--- src/verilog/usrac_pkg.sv ---
package usrac_pkg;
   // Standard request codes
   localparam logic [7:0] REQ_GET_STATUS  = 8'h00;
   localparam logic [7:0] REQ_CLR_FEATURE = 8'h01;
   localparam logic [7:0] REQ_SET_FEATURE = 8'h03;
   localparam logic [7:0] REQ_SET_ADDRESS = 8'h05;
   localparam logic [7:0] REQ_SET_CONFIG  = 8'h09;
   localparam logic [7:0] REQ_SET_IFACE   = 8'h0b;
   // Request type codes per recipient
   localparam logic [7:0] RT_GET_DEV = 8'h80;
   localparam logic [7:0] RT_GET_IF  = 8'h81;
   localparam logic [7:0] RT_GET_EP  = 8'h82;
   localparam logic [7:0] RT_SET_DEV = 8'h00;
   localparam logic [7:0] RT_SET_IF  = 8'h01;
   localparam logic [7:0] RT_SET_EP  = 8'h02;
   localparam int         RT_DIR_BIT = 7;
   localparam logic [1:0] RT_TYPE_STD = 2'h0;
   // Feature selectors
   localparam logic [15:0] FS_EP_HALT = 16'h0000;
   localparam logic [15:0] FS_RWAKE   = 16'h0001;
   // Status word fields
   localparam int DS_SELF_PWR_BIT = 0;
   localparam int DS_RWAKE_BIT    = 1;
   localparam int EP_HALT_BIT     = 0;
   localparam logic [15:0] GET_STATUS_LEN = 16'h0002;
   // Device resources
   localparam int         ADDR_W       = 7;
   localparam int         NUM_EP       = 4;
   localparam int         EP_IDX_W     = 2;
   localparam logic [7:0] NUM_IF       = 8'h01;
   localparam logic [7:0] CFG_VALUE    = 8'h01;
   // Host register map, 16-bit data
   localparam logic [3:0] HR_SETUP0 = 4'h0;
   localparam logic [3:0] HR_VALUE  = 4'h1;
   localparam logic [3:0] HR_INDEX  = 4'h2;
   localparam logic [3:0] HR_LENGTH = 4'h3;
   localparam logic [3:0] HR_TARGET = 4'h4;
   localparam logic [3:0] HR_CTRL   = 4'h5;
   localparam logic [3:0] HR_STATUS = 4'h6;
   localparam logic [3:0] HR_DATA   = 4'h7;
   localparam int CTRL_START_BIT = 0;
   localparam int CTRL_BRST_BIT  = 1;
   // Response timeout of the host
   localparam int RSP_TIMEOUT_NS = 512;
   localparam int CLK_PERIOD_NS  = 8;
   localparam int TMO_W          = 7;
   localparam logic [TMO_W-1:0] TMO_CYC = TMO_W'(RSP_TIMEOUT_NS / CLK_PERIOD_NS - 1);

   typedef enum logic [1:0] {
      DS_DEFAULT,
      DS_ADDRESS,
      DS_CONFIGURED
   } usrac_dev_st_t;

   typedef enum logic [2:0] {
      HS_IDLE,
      HS_SETUP,
      HS_SETUP_W,
      HS_DATA,
      HS_DATA_W,
      HS_STAT,
      HS_STAT_W
   } usrac_host_st_t;
endpackage

--- src/verilog/usrac_link_if.sv ---
`timescale 1ns/1ps
interface usrac_link_if;
   logic                          bus_rst;
   logic [usrac_pkg::ADDR_W-1:0] tok_addr;
   logic                          setup_vld;
   logic [7:0]                    bm_type;
   logic [7:0]                    b_req;
   logic [15:0]                   w_value;
   logic [15:0]                   w_index;
   logic [15:0]                   w_length;
   logic                          data_req;
   logic                          stat_req;
   logic                          stat_in;
   logic                          rsp_vld;
   logic                          rsp_stall;
   logic [15:0]                   rsp_data;

   modport dev (
      input  bus_rst, tok_addr, setup_vld, bm_type, b_req, w_value, w_index, w_length,
      input  data_req, stat_req, stat_in,
      output rsp_vld, rsp_stall, rsp_data
   );
   modport host (
      output bus_rst, tok_addr, setup_vld, bm_type, b_req, w_value, w_index, w_length,
      output data_req, stat_req, stat_in,
      input  rsp_vld, rsp_stall, rsp_data
   );
endinterface

--- src/verilog/usrac_dev.sv ---
`timescale 1ns/1ps
module usrac_dev (
   input  wire logic                            clock_i,
   input  wire logic                            arst_n_i,
   usrac_link_if.dev                            lnk,
   input  wire logic                            self_pwr_i,
   input  wire logic [usrac_pkg::NUM_EP-1:0]    hw_halt_i,
   output logic      [usrac_pkg::NUM_EP-1:0]    halt_o,
   output logic      [usrac_pkg::NUM_EP-1:0]    toggle_clr_o,
   output usrac_pkg::usrac_dev_st_t             dev_state_o,
   output logic      [usrac_pkg::ADDR_W-1:0]    dev_addr_o,
   output logic      [7:0]                      cfg_o,
   output logic                                 rwake_en_o
);
   typedef struct packed {
      usrac_pkg::usrac_dev_st_t          st;
      logic [usrac_pkg::ADDR_W-1:0]      addr;
      logic [usrac_pkg::ADDR_W-1:0]      pend_addr;
      logic                              setaddr;
      logic                              err;
      logic [15:0]                       word;
      logic [7:0]                        cfg;
      logic                              rwake;
      logic [usrac_pkg::NUM_EP-1:0]      halt;
      logic [usrac_pkg::NUM_EP-1:0]      tog_clr;
      logic                              rsp_vld;
      logic                              rsp_stall;
      logic [15:0]                       rsp_data;
   } usrac_dev_regs_t;

   usrac_dev_regs_t                      q;
   usrac_dev_regs_t                      d;
   logic                                 hit;
   logic                                 std_req;
   logic                                 fs_req;
   logic                                 ep_ok;
   logic                                 if_ok;
   logic [usrac_pkg::EP_IDX_W-1:0]       ep_sel;
   logic                                 is_set;

   // Request decode, shared by all recipients
   assign hit     = (lnk.tok_addr == q.addr);
   assign std_req = (lnk.bm_type[6:5] == usrac_pkg::RT_TYPE_STD);
   assign is_set  = (lnk.b_req == usrac_pkg::REQ_SET_FEATURE);
   assign fs_req  = is_set || (lnk.b_req == usrac_pkg::REQ_CLR_FEATURE);
   assign ep_sel  = lnk.w_index[usrac_pkg::EP_IDX_W-1:0];
   // Endpoints above zero only exist once configured
   assign ep_ok   = (lnk.w_index[15:usrac_pkg::EP_IDX_W] == '0)
                    && ((ep_sel == '0) || (q.st == usrac_pkg::DS_CONFIGURED));
   // Interfaces exist only in the configured state
   assign if_ok   = (q.st == usrac_pkg::DS_CONFIGURED) && (lnk.w_index[15:8] == 8'h00)
                    && (lnk.w_index[7:0] < usrac_pkg::NUM_IF);

   // Next state of the whole device
   always_comb begin
      d         = q;
      d.tog_clr = '0;
      d.rsp_vld = 1'b0;
      d.rsp_stall = 1'b0;
      // Setup stage: decode and carry out the request right away, except the address change
      if (lnk.setup_vld && hit) begin
         d.rsp_vld = 1'b1;
         d.err     = 1'b0;
         d.setaddr = 1'b0;
         d.word    = '0;
         if (!std_req) begin
            d.err = 1'b1;
         end else if (q.halt[0] && !fs_req && (lnk.b_req != usrac_pkg::REQ_GET_STATUS)) begin
            d.err = 1'b1;
         end else begin
            case (lnk.b_req)
               usrac_pkg::REQ_GET_STATUS: begin
                  case (lnk.bm_type)
                     usrac_pkg::RT_GET_DEV: begin
                        d.word[usrac_pkg::DS_SELF_PWR_BIT] = self_pwr_i;
                        d.word[usrac_pkg::DS_RWAKE_BIT]    = q.rwake;
                     end
                     usrac_pkg::RT_GET_IF: begin
                        d.err = !if_ok;
                     end
                     usrac_pkg::RT_GET_EP: begin
                        d.err = !ep_ok;
                        d.word[usrac_pkg::EP_HALT_BIT] = q.halt[ep_sel];
                     end
                     default: d.err = 1'b1;
                  endcase
               end
               usrac_pkg::REQ_SET_FEATURE,
               usrac_pkg::REQ_CLR_FEATURE: begin
                  // The power bit is never a settable feature
                  if (lnk.bm_type == usrac_pkg::RT_SET_DEV
                      && lnk.w_value == usrac_pkg::FS_RWAKE) begin
                     d.rwake = is_set;
                  end else if (lnk.bm_type == usrac_pkg::RT_SET_EP
                               && lnk.w_value == usrac_pkg::FS_EP_HALT && ep_ok) begin
                     d.halt[ep_sel] = is_set;
                     d.tog_clr[ep_sel] = !is_set;
                  end else begin
                     d.err = 1'b1;
                  end
               end
               usrac_pkg::REQ_SET_ADDRESS: begin
                  // Held until the status stage succeeds
                  d.pend_addr = lnk.w_value[usrac_pkg::ADDR_W-1:0];
                  d.setaddr   = (lnk.bm_type == usrac_pkg::RT_SET_DEV);
                  d.err       = (lnk.bm_type != usrac_pkg::RT_SET_DEV);
               end
               usrac_pkg::REQ_SET_CONFIG: begin
                  // Default state behaviour is open; refuse it
                  if (q.st == usrac_pkg::DS_DEFAULT || lnk.bm_type != usrac_pkg::RT_SET_DEV) begin
                     d.err = 1'b1;
                  end else if (lnk.w_value[7:0] == 8'h00) begin
                     d.st  = usrac_pkg::DS_ADDRESS;
                     d.cfg = 8'h00;
                     d.halt = '0;
                     d.tog_clr = '1;
                  end else if (lnk.w_value[7:0] == usrac_pkg::CFG_VALUE) begin
                     d.st  = usrac_pkg::DS_CONFIGURED;
                     d.cfg = lnk.w_value[7:0];
                     d.halt = '0;
                     d.tog_clr = '1;
                  end else begin
                     d.err = 1'b1;
                  end
               end
               usrac_pkg::REQ_SET_IFACE: begin
                  // Only the default setting of each interface exists
                  if (lnk.bm_type == usrac_pkg::RT_SET_IF && if_ok && lnk.w_value == 16'h0000) begin
                     d.halt = '0;
                     d.tog_clr = '1;
                  end else begin
                     d.err = 1'b1;
                  end
               end
               default: d.err = 1'b1;
            endcase
         end
      end
      // Data stage towards the host
      if (lnk.data_req && hit) begin
         d.rsp_vld   = 1'b1;
         d.rsp_stall = q.err;
         d.rsp_data  = q.err ? 16'h0000 : q.word;
      end
      // Status stage; apart from bus reset, the address switches only here
      if (lnk.stat_req && hit) begin
         d.rsp_vld   = 1'b1;
         d.rsp_stall = q.err;
         if (!q.err && q.setaddr) begin
            d.addr    = q.pend_addr;
            d.setaddr = 1'b0;
            d.st      = (q.pend_addr != '0) ? usrac_pkg::DS_ADDRESS : usrac_pkg::DS_DEFAULT;
            d.cfg     = 8'h00;
         end
      end
      // Hardware halt causes win over a clear in the same cycle
      d.halt = d.halt | hw_halt_i;
      // Bus reset returns everything to Default
      if (lnk.bus_rst) begin
         d = '0;
      end
   end

   // State register
   always_ff @(posedge clock_i or negedge arst_n_i) begin
      if (!arst_n_i) begin
         q <= '0;
      end else begin
         q <= d;
      end
   end

   // Outputs straight from the state register
   assign lnk.rsp_vld   = q.rsp_vld;
   assign lnk.rsp_stall = q.rsp_stall;
   assign lnk.rsp_data  = q.rsp_data;
   assign halt_o        = q.halt;
   assign toggle_clr_o  = q.tog_clr;
   assign dev_state_o   = q.st;
   assign dev_addr_o    = q.addr;
   assign cfg_o         = q.cfg;
   assign rwake_en_o    = q.rwake;
endmodule // usrac_dev

--- src/flat_wrapper.sv ---
// flat-port wrapper written by rule: the top's interface ports become plain ports
module usrac_dev_flat 
  (clock_i, arst_n_i, self_pwr_i, hw_halt_i, halt_o, toggle_clr_o, dev_state_o, dev_addr_o, cfg_o, rwake_en_o, lnk_bus_rst, lnk_tok_addr, lnk_setup_vld, lnk_bm_type, lnk_b_req, lnk_w_value, lnk_w_index, lnk_w_length, lnk_data_req, lnk_stat_req, lnk_stat_in, lnk_rsp_vld, lnk_rsp_stall, lnk_rsp_data);
  usrac_link_if lnk_i ();
  input  wire logic clock_i;
  input  wire logic arst_n_i;
  input  wire logic self_pwr_i;
  input  wire logic [usrac_pkg::NUM_EP-1:0] hw_halt_i;
  output logic      [usrac_pkg::NUM_EP-1:0] halt_o;
  output logic      [usrac_pkg::NUM_EP-1:0] toggle_clr_o;
  output usrac_pkg::usrac_dev_st_t dev_state_o;
  output logic      [usrac_pkg::ADDR_W-1:0] dev_addr_o;
  output logic      [7:0] cfg_o;
  output logic rwake_en_o;
  input wire logic [$bits(lnk_i.bus_rst)-1:0] lnk_bus_rst;
  input wire logic [$bits(lnk_i.tok_addr)-1:0] lnk_tok_addr;
  input wire logic [$bits(lnk_i.setup_vld)-1:0] lnk_setup_vld;
  input wire logic [$bits(lnk_i.bm_type)-1:0] lnk_bm_type;
  input wire logic [$bits(lnk_i.b_req)-1:0] lnk_b_req;
  input wire logic [$bits(lnk_i.w_value)-1:0] lnk_w_value;
  input wire logic [$bits(lnk_i.w_index)-1:0] lnk_w_index;
  input wire logic [$bits(lnk_i.w_length)-1:0] lnk_w_length;
  input wire logic [$bits(lnk_i.data_req)-1:0] lnk_data_req;
  input wire logic [$bits(lnk_i.stat_req)-1:0] lnk_stat_req;
  input wire logic [$bits(lnk_i.stat_in)-1:0] lnk_stat_in;
  output wire logic [$bits(lnk_i.rsp_vld)-1:0] lnk_rsp_vld;
  output wire logic [$bits(lnk_i.rsp_stall)-1:0] lnk_rsp_stall;
  output wire logic [$bits(lnk_i.rsp_data)-1:0] lnk_rsp_data;
  assign lnk_i.bus_rst = lnk_bus_rst;
  assign lnk_i.tok_addr = lnk_tok_addr;
  assign lnk_i.setup_vld = lnk_setup_vld;
  assign lnk_i.bm_type = lnk_bm_type;
  assign lnk_i.b_req = lnk_b_req;
  assign lnk_i.w_value = lnk_w_value;
  assign lnk_i.w_index = lnk_w_index;
  assign lnk_i.w_length = lnk_w_length;
  assign lnk_i.data_req = lnk_data_req;
  assign lnk_i.stat_req = lnk_stat_req;
  assign lnk_i.stat_in = lnk_stat_in;
  assign lnk_rsp_vld = lnk_i.rsp_vld;
  assign lnk_rsp_stall = lnk_i.rsp_stall;
  assign lnk_rsp_data = lnk_i.rsp_data;
  usrac_dev u_core (.clock_i(clock_i), .arst_n_i(arst_n_i), .lnk(lnk_i), .self_pwr_i(self_pwr_i), .hw_halt_i(hw_halt_i), .halt_o(halt_o), .toggle_clr_o(toggle_clr_o), .dev_state_o(dev_state_o), .dev_addr_o(dev_addr_o), .cfg_o(cfg_o), .rwake_en_o(rwake_en_o));
endmodule
--- config.mk ---
export PLATFORM = sky130hd
export DESIGN_NAME = usrac_dev_flat
export DESIGN_NICKNAME = d
export VERILOG_FILES = /design/src/verilog/usrac_pkg.sv /design/src/verilog/usrac_link_if.sv /design/src/verilog/usrac_dev.sv /design/src/flat_wrapper.sv
export SDC_FILE = /design/constraint.sdc
export NUM_CORES = 1
export LEC_CHECK = 0
export ABC_CLOCK_PERIOD_IN_PS = 4930
export BUFFER_PORTS_ARGS = -buffer_cell sky130_fd_sc_hd__buf_2
export CORE_ASPECT_RATIO = 1.5
export CORE_MARGIN = 3
export CORE_UTILIZATION = 42
export CTS_CLUSTER_DIAMETER = 100
export DETAILED_ROUTE_END_ITERATION = 10
export MAX_ROUTING_LAYER = met4
export PLACE_DENSITY = 0.73
export RECOVER_POWER = 25
export SKIP_CTS_REPAIR_TIMING = 1
export SLEW_MARGIN = 20
export SYNTH_ARGS = -nofsm -noshare
export SYNTH_HDL_FRONTEND = slang
export SYNTH_SLANG_ARGS = --single-unit
--- constraint.sdc ---
create_clock -name clock_i -period 4.93 [get_ports clock_i]
set_clock_uncertainty 0.1 [all_clocks]
set_input_delay 0.2465 -clock clock_i [delete_from_list [all_inputs] [get_ports clock_i]]
set_output_delay 0.2465 -clock clock_i [all_outputs]
set_load 0.01 [all_outputs]
==> results of run 1 <==
==> per-stage QoR <==
stage	cells	hold slack, ps	setup WS (ps)	utilization
finish	435	109.8	1991	0.5060
global route	435	127.1	1662	0.5060
CTS	435	28.51	1972	0.5062
detailed placement	428	351.5	1992	0.4879
global placement	428	342.7	1981	0.4879
floorplan	294	-149.1	2589	-
==> tightest hold or removal path, cell delays in order <==
cell	delay, ps
buf_2	90
mux2i_1	60
nor2_1	70
==> cell families (layout without fill, tap and decap cells) <==
logic type / Yosys count / after routing / synth area share
compound gates: 32 / 32 / 0.09020
xor+xnor: 7 / 7 / 0.02266
buf+inv: 55 / 122 / 0.1337
flops: 42 / 42 / 0.3885
mux: 20 / 20 / 0.07863
simple gates: 138 / 138 / 0.2863
==> synth_stat cells, drive strengths merged (2+ instances only) <==
master | count | area share
nor2 | 37 | 0.051
or4 | 2 | 0.0069
nand3b | 3 | 0.0083
nor4 | 14 | 0.040
o32ai | 2 | 0.0065
inv | 5 | 0.0069
nand4 | 5 | 0.017
or3 | 4 | 0.0092
dfrtp | 42 | 0.39
a221o | 3 | 0.011
and3 | 3 | 0.0069
o21a | 4 | 0.011
nand2 | 12 | 0.017
nor3b | 3 | 0.0083
nor3 | 23 | 0.044
nand2b | 2 | 0.0046
nor2b | 5 | 0.012
mux2i | 19 | 0.070
nor4b | 2 | 0.0065
xor2 | 7 | 0.023
a21oi | 5 | 0.0092
buf | 44 | 0.12
o21ai | 7 | 0.013
a31oi | 3 | 0.0069
nand3 | 10 | 0.019
clkbuf | 6 | 0.0083
and2 | 8 | 0.019
==> flip-flops by register name, indices dropped and copies added, names as in the netlist <==
name                  count
u_core.dev_addr_o         7
u_core.rwake_en_o         1
u_core.lnk.rsp_stall      1
u_core.lnk.rsp_data       3
u_core.q                 11
u_core.lnk.rsp_vld        1
u_core.cfg_o              8
u_core.toggle_clr_o       4
u_core.dev_state_o        2
u_core.halt_o             4
==> layout make-up <==
type                    instances  area share
flip-flops and latches         42      0.3364
repair buffers                110      0.1766
multi-input cells             197      0.4153
well taps                      74     0.02964
clock inverters                 1    0.009612
inverters                       5    0.006007
clock buffers                   6     0.02643
==> path summary, 6_finish.rpt <==
check                           cells past startpoint  slack (ps)                        end
worst max-delay path                                6        1990  u_core.cfg_o[1]$_DFF_PN0_
worst min-delay path                                3         110   u_core.q[58]$_DFFE_PN0P_
worst max register to register                      6        1990  u_core.cfg_o[1]$_DFF_PN0_
worst min register to register                      1         380  u_core.cfg_o[3]$_DFF_PN0_
max in group asynchronous                           1        2970  u_core.cfg_o[7]$_DFF_PN0_
min in group asynchronous                           1         500  u_core.cfg_o[0]$_DFF_PN0_
==> power groups by stage <==
stage	clock network [uW]	registers [uW]	logic, uW
after floorplan	0	357	38.7
after global placement	0	357	81.2
after detailed placement	0	358	82.5
after CTS	287	351	82.8
after global routing	296	351	91.2
final	279	351	81.4
==> routing by layer <==
| layer | up-vias | GRT usage | wire (um) | share of wire |
|---|---|---|---|---|
| li1 | 1150 | - | - | - |
| met1 | 1103 | 0.2145 | 2560 | 0.38 |
| met2 | 82 | 0.3145 | 3505 | 0.53 |
| met3 | 12 | 0.03095 | 443 | 0.067 |
| met4 | 0 | 0.06317 | 150 | 0.023 |
| met5 | - | - | 0 | 0 |
==> results.sh, run 1 <==
export IMPL_status="complete, but fails checks"
export IMPL_violations="capacitance limit, slew limit"
export IMPL_r2r_start="u_core.dev_addr_o[1]$_DFFE_PN0P_"
export IMPL_antenna_found_initial=0
export IMPL_arrival_ps=3020
export IMPL_clock_sinks=42
export IMPL_crit_chain="xor2_1, nor4_2, nand2_1, nor3_2, nor3_1, and2_1"
export IMPL_register_area_mm2=0.001051
export IMPL_ys_async_sr_fraction=1.000
export IMPL_cp_slowest_stage_delay_ps=830
export IMPL_hold_viol_final=0
export IMPL_synth_net_count=377
export IMPL_tightest_slew_ps=2212
export IMPL_track_usage=0.1840
export IMPL_clock_latency_ps=290
export IMPL_core_area_mm2=0.006175
export IMPL_multi_input_comb_area_mm2=0.001297
export IMPL_grt_pass1_vias=2237
export IMPL_dr_pass1_iters=4
export IMPL_grt_max_degree=43
export IMPL_dp_hpwl_um=5307
export IMPL_clockRootBuffer="clkbuf_8"
export IMPL_syn_inst=294
export IMPL_io_pins=127
export IMPL_syn_area_mm2=0.002705
export IMPL_fp_dieArea_mm2=0.007459
export IMPL_synth_warnings=0
export IMPL_post_dp_cell_area_mm2=0.003013
export IMPL_p_sw_frac=0.2345
export IMPL_ir_worst_vdd_v=0.0001494
export IMPL_initial_core_util=0.4381
export IMPL_p_leak_uw=0.001526
export IMPL_port_buffers=109
export IMPL_pwr_share_seq=0.493
export IMPL_overflow=0
export IMPL_clk_path_buf_depth=2
export IMPL_htreeDepth=2
export IMPL_clkPwrFrac=0.392
export IMPL_relSlewSlack=-0.4747
export IMPL_vias_per_cell=5.395
export IMPL_path_delay_family="simple AND/OR/NAND/NOR gates"
export IMPL_nNetsFinal=444
export IMPL_layout_common_cells="buf_2, dfrtp_1, nor2_1, nor3_1, mux2i_1"
export IMPL_die_w_um=71.53
export IMPL_fp_row_count=35
export IMPL_grt_first_pass_wirelength_um=10660
export IMPL_rsz0062_at_grt="no"
export IMPL_finalSetupViolCount=0
export IMPL_final_area_mm2=0.003124
export IMPL_worst_path_buf_inv=0
export IMPL_comb_power_share=0.115
export IMPL_max_freq_mhz=340.3
export IMPL_numCtsBuffers=5
export IMPL_drt_initial_drc_count=125
export IMPL_cp_max_fo=13
export IMPL_drive_gt1_frac=0.3490
export IMPL_endpoint_kind="flip-flop"
export IMPL_fin_crit_sh=0.5961
export IMPL_hold_start="lnk_w_value[5]"
export IMPL_p_total_uw=710.9
export IMPL_slew_viol_final=43
export IMPL_hp_class="input port to flip-flop"
export IMPL_final_common_cell="buf_2"
export IMPL_synth_edf_count=0
export IMPL_ys_seq_area_frac=0.3885
export IMPL_final_antenna_net_count=0
export IMPL_ys_flop_type="dfrtp_1"
export IMPL_ys_seq_elements=42
export IMPL_worstSetupPathType="flip-flop to flip-flop"
export IMPL_power_density_mw_per_mm2=227.6
export IMPL_drt_total_wl_um=6659
export IMPL_gp_congestion=0.9084
export IMPL_syn_to_final_growth_pct=15.50
export IMPL_path_clk_slew_ps=80
export IMPL_dieHeight_um=104.3
export IMPL_drv_cap=1
export IMPL_synth_area_per_cell_um2=9.201
export IMPL_power_internal_uw=544.2
export IMPL_wl_per_cell_um=15.31
export IMPL_critPathLaunch="u_core.dev_addr_o[1]$_DFFE_PN0P_"
export IMPL_startpoint_type="flip-flop"
export IMPL_cts_tree="done"
export IMPL_setup_tns_ps=0
export IMPL_fin_crit_ps=2939
export IMPL_drc=0
export IMPL_diodes=0
export IMPL_ys_types=48
export IMPL_power_switching_uw=166.7
export IMPL_num_fill_cells=607
export IMPL_cp_required_ps=5020
export IMPL_critPathSlowestCell="nor3_2"
export IMPL_vias=2347
Power figures use the tool's default switching activity.
==> inputs of run 2 (changes only) <==
- ABC_CLOCK_PERIOD_IN_PS: 4930 -> 2500
- PLACE_DENSITY: 0.73 -> 0.76
- clock period: 4.93 -> 2.5 ns (I/O delays scaled with it)
==> results.sh, run 2 (same netlist as run 1, synthesis figures left out) <==
export IMPL_status="complete, but fails checks"
export IMPL_violations="hold timing"
export IMPL_final_area_mm2=0.003188
export IMPL_fp_row_count=35
export IMPL_vias=2440
export IMPL_critPathLaunch="u_core.dev_addr_o[1]$_DFFE_PN0P_"
export IMPL_gp_congestion=0.8329
export IMPL_final_antenna_net_count=0
export IMPL_max_freq_mhz=450.1
export IMPL_rsz0062_at_grt="no"
export IMPL_dieHeight_um=104.3
export IMPL_clockRootBuffer="clkbuf_8"
export IMPL_layout_common_cells="buf_2, dfrtp_1, nor2_1, clkbuf_1, nor3_1"
export IMPL_core_area_mm2=0.006175
export IMPL_overflow=0
export IMPL_r2r_setup_slack_ps=280
export IMPL_whs_ps=-7.268
export IMPL_endpoint_kind="flip-flop"
export IMPL_antenna_found_initial=0
export IMPL_fin_crit_sh=0.8888
export IMPL_relSlewSlack=0.3659
export IMPL_cp_required_ps=2590
export IMPL_final_common_cell="buf_2"
export IMPL_htreeDepth=2
export IMPL_dp_hpwl_um=5550
export IMPL_finalSetupViolCount=0
export IMPL_initial_core_util=0.4381
export IMPL_ff2ff_path_depth=7
export IMPL_hold_viol_final=2
export IMPL_diodes=0
export IMPL_grt_pass1_vias=2317
export IMPL_cp_max_fo=7
export IMPL_fp_dieArea_mm2=0.007459
export IMPL_grt_max_degree=43
export IMPL_critPathCapture="u_core.cfg_o[6]$_DFF_PN0_"
export IMPL_hp_class="input port to flip-flop"
export IMPL_arrival_ps=2310
export IMPL_io_pins=127
export IMPL_dr_pass1_iters=4
export IMPL_track_usage=0.1906
export IMPL_r2r_end="u_core.cfg_o[6]$_DFF_PN0_"
export IMPL_nNetsFinal=456
export IMPL_finalCoreUtilization=0.5163
export IMPL_fin_crit_ps=2222
export IMPL_largest_reg_flops=11
export IMPL_clk_path_buf_depth=2
export IMPL_path_clk_slew_ps=80
export IMPL_top_register="u_core.q"
export IMPL_drt_initial_drc_count=87
export IMPL_drt_total_wl_um=6958
export IMPL_cts_tree="done"
export IMPL_port_buffers=109
export IMPL_r2r_start="u_core.dev_addr_o[1]$_DFFE_PN0P_"
export IMPL_vias_per_cell=5.446
export IMPL_numCtsBuffers=5
export IMPL_power_density_mw_per_mm2=437.6
export IMPL_drive_gt1_frac=0.2834
export IMPL_worstSetupPathType="flip-flop to flip-flop"
export IMPL_wl_per_cell_um=15.53
export IMPL_syn_to_final_growth_pct=17.85
export IMPL_fin_cells=448
export IMPL_grt_first_pass_wirelength_um=11070
export IMPL_ir_worst_vdd_v=0.0003377
export IMPL_drc=0
export IMPL_dp_cells=439
export IMPL_post_dp_cell_area_mm2=0.003108
export IMPL_die_w_um=71.53
export IMPL_slew_viol_final=0
export IMPL_clock_sinks=42
export IMPL_hold_start="lnk_w_value[2]"
export IMPL_tightest_slew_ps=951.2
export IMPL_num_fill_cells=588
export IMPL_clock_latency_ps=290
export IMPL_startpoint_type="flip-flop"
export IMPL_setup_tns_ps=0
export IMPL_drv_cap=0
export IMPL_p_leak_uw=0.001451
run 2: cell types whose count changed in the layout (fill, tap and decap cells not counted), sizes merged:
cell         delta
clkbuf         +31
buf            -20
dlygate4sd3     +1
clkinvlp        +1
run 2: per-layer routing:
| layer | vias to the layer above | wire, um | global-route usage |
|---|---|---|---|
| met3 | 10 | 380 | 0.03288 |
| met4 | 0 | 161 | 0.06720 |
| met1 | 1164 | 2584 | 0.2013 |
| met5 | - | 0 | - |
| li1 | 1178 | - | - |
| met2 | 88 | 3831 | 0.3467 |
run 2: worst min-delay path by stage:
stage	to	cells after the start
finish	u_core.q[55]$_DFFE_PN0P_	3
global route	u_core.q[57]$_DFFE_PN0P_	3
CTS	u_core.cfg_o[6]$_DFF_PN0_	1
detailed placement	u_core.cfg_o[6]$_DFF_PN0_	1
global placement	u_core.cfg_o[1]$_DFF_PN0_	1
floorplan	u_core.cfg_o[0]$_DFF_PN0_	0
run 2: power by group:
group	internal (uW)	total, uW	switching [uW]
Sequential	684	692	7.72
Combinational	72.6	167	94.5
Clock	298	536	238
run 2: critical path, stage by stage (launching register included):
cell,delay [ps]
dfrtp_1,420
xor2_1,180
nor4_2,270
buf_4,190
nand4_4,160
nor3_2,410
nor3_1,190
and2_1,200
run 2: per-stage QoR:
stage	total power, uW	hold WS (ps)	setup slack, ps
after floorplan	779.4	-270.6	158.7
after global placement	868.3	198.8	66.68
after detailed placement	872.8	222.1	76.05
after CTS	1407	-103.2	247.2
after global routing	1461	14.96	86.35
final	1395	-7.268	278.1
run 2: layout make-up:
cell class,instances,area (um2),share of cell area
Clock inverter,2,37.54,0.01177
Sequential cell,42,1051,0.3297
Clock buffer,6,72.57,0.02276
Tap cell,74,92.59,0.02904
Inverter,5,18.77,0.005887
Timing Repair Buffer,122,618.1,0.1939
Multi-Input combinational cell,197,1297,0.4070
==> inputs of run 3 (changes only) <==
- CORE_ASPECT_RATIO: 1.5 -> 0.9
- CTS_CLUSTER_SIZE: default -> 10
==> results.sh, run 3 (same netlist as run 1, synthesis figures left out) <==
export IMPL_fin_crit_ps=2257
export IMPL_gp_congestion=0.9019
export IMPL_drv_cap=0
export IMPL_worst_path_buf_inv=2
export IMPL_whs_ps=-5.244
export IMPL_largest_reg_flops=11
export IMPL_rsz0062_at_grt="no"
export IMPL_htreeDepth=2
export IMPL_fin_crit_sh=0.9027
export IMPL_endpoint_kind="flip-flop"
export IMPL_startpoint_type="flip-flop"
export IMPL_clk_path_buf_depth=2
export IMPL_register_area_mm2=0.001051
export IMPL_relSlewSlack=0.3814
export IMPL_crit_chain="xor2_1, nor4_2, buf_4, nand4_4, buf_4, nor3_2, nor3_1, and2_1"
export IMPL_num_fill_cells=619
export IMPL_fp_dieArea_mm2=0.007441
export IMPL_vias=2412
export IMPL_ir_worst_vdd_v=0.0002422
export IMPL_drc=0
export IMPL_fin_cells=465
export IMPL_hold_viol_final=1
export IMPL_fp_row_count=27
export IMPL_tightest_slew_ps=927.9
export IMPL_drive_gt1_frac=0.2910
export IMPL_dr_pass1_iters=4
export IMPL_cp_required_ps=2580
export IMPL_dp_cells=456
export IMPL_io_pins=127
export IMPL_critPathLaunch="u_core.dev_addr_o[1]$_DFFE_PN0P_"
export IMPL_p_leak_uw=0.001467
export IMPL_r2r_setup_slack_ps=240
export IMPL_critical_path_depth=8
export IMPL_drt_total_wl_um=6911
export IMPL_slew_viol_final=0
export IMPL_core_area_mm2=0.006182
export IMPL_numCtsBuffers=5
export IMPL_grt_first_pass_wirelength_um=11100
export IMPL_path_delay_family="simple AND/OR/NAND/NOR gates"
export IMPL_top_register="u_core.q"
export IMPL_syn_to_final_growth_pct=18.87
export IMPL_cp_max_fo=7
export IMPL_hp_class="input port to flip-flop"
export IMPL_grt_max_degree=43
export IMPL_critPathSlowestCell="dfrtp_1"
export IMPL_port_buffers=109
export IMPL_critPathCapture="u_core.cfg_o[1]$_DFF_PN0_"
export IMPL_finalSetupViolCount=0
export IMPL_final_antenna_net_count=0
export IMPL_setup_tns_ps=0
export IMPL_status="complete, but fails checks"
export IMPL_violations="hold timing"
export IMPL_layout_common_cells="buf_2, dfrtp_1, nor2_1, clkbuf_1, nor3_1"
export IMPL_r2r_end="u_core.cfg_o[1]$_DFF_PN0_"
export IMPL_clock_sinks=42
export IMPL_vias_per_cell=5.187
export IMPL_track_usage=0.1915
export IMPL_dp_hpwl_um=5479
export IMPL_multi_input_comb_area_mm2=0.001297
export IMPL_cts_tree="done"
export IMPL_power_density_mw_per_mm2=404.8
export IMPL_r2r_start="u_core.dev_addr_o[1]$_DFFE_PN0P_"
export IMPL_diodes=0
export IMPL_antenna_found_initial=0
export IMPL_initial_core_util=0.4376
export IMPL_clockRootBuffer="clkbuf_8"
export IMPL_clock_latency_ps=290
export IMPL_overflow=0
export IMPL_drt_initial_drc_count=154
export IMPL_nNetsFinal=460
export IMPL_max_freq_mhz=443.1
export IMPL_path_clk_slew_ps=80
export IMPL_arrival_ps=2330
export IMPL_die_w_um=90.60
export IMPL_final_common_cell="buf_2"
export IMPL_wl_per_cell_um=14.86
export IMPL_grt_pass1_vias=2230
export IMPL_ff2ff_path_depth=8
export IMPL_cp_slowest_stage_delay_ps=410
export IMPL_cp_common_cell="buf_4"
export IMPL_worstSetupPathType="flip-flop to flip-flop"
export IMPL_dieHeight_um=82.14
run 3: cell count changes in the layout (fill, tap and decap cells not counted), sizes merged:
cell	before	now
buf	89	93
bufinv	1	0
clkbuf	38	39
clkinv	0	1
clkinvlp	1	0
run 3: final cells by class:
class | instances | share of cell area
multi-input combinational | 197 | 0.4035
sequential | 42 | 0.3268
timing repair buffer | 126 | 0.2016
tap | 87 | 0.03385
clock buffer | 7 | 0.02685
inverter | 5 | 0.005837
clock inverter | 1 | 0.001556
run 3: stage by stage:
step | hold WS, ps | util | power, uW | area (um2) | setup WS, ps
3_5_place_dp | 212.0 | 0.5102 | 873.1 | 3154 | 69.11
5_1_grt | 0.1768 | 0.5201 | 1366 | 3216 | 71.05
3_3_place_gp | 202.7 | 0.5102 | 871.1 | 3154 | 89.74
2_1_floorplan | -270.6 | - | 779.4 | 2705 | 158.7
4_1_cts | -106.9 | 0.5250 | 1316 | 3246 | 198.3
6_report | -5.244 | 0.5201 | 1302 | 3216 | 243.2
run 3: worst min path at each step:
stage | start | to | slack [ps] | cells after the start
after floorplan | arst_n_i | u_core.cfg_o[0]$_DFF_PN0_ | -270 | 0
after global routing | lnk_w_value[4] | u_core.q[57]$_DFFE_PN0P_ | 0.2 | 3
after global placement | arst_n_i | u_core.dev_addr_o[2]$_DFFE_PN0P_ | 200 | 1
after detailed placement | arst_n_i | u_core.dev_addr_o[2]$_DFFE_PN0P_ | 210 | 1
final | lnk_w_value[4] | u_core.q[57]$_DFFE_PN0P_ | -5 | 3
after CTS | arst_n_i | u_core.dev_addr_o[2]$_DFFE_PN0P_ | -110 | 1
run 3: worst register-to-register path: stages (launching register included):
cell     delay, ps
dfrtp_1        410
xor2_1         180
nor4_2         260
buf_4          190
nand4_4        130
buf_4          200
nor3_2         310
nor3_1         180
and2_1         200
run 3: per-layer routing:
layer	share of wire	vias up	global-route usage
met5	0	-	-
met4	0.012	0	0.06116
li1	-	1181	-
met1	0.45	1131	0.2496
met2	0.47	92	0.2998
met3	0.068	8	0.04348
run 3: power by group:
part,internal (uW),leakage [uW],switching [uW]
clock network,223,0.0000482,220
registers,684,0.000580,7.65
logic,73.1,0.000839,93.5
total,980,0.00147,321
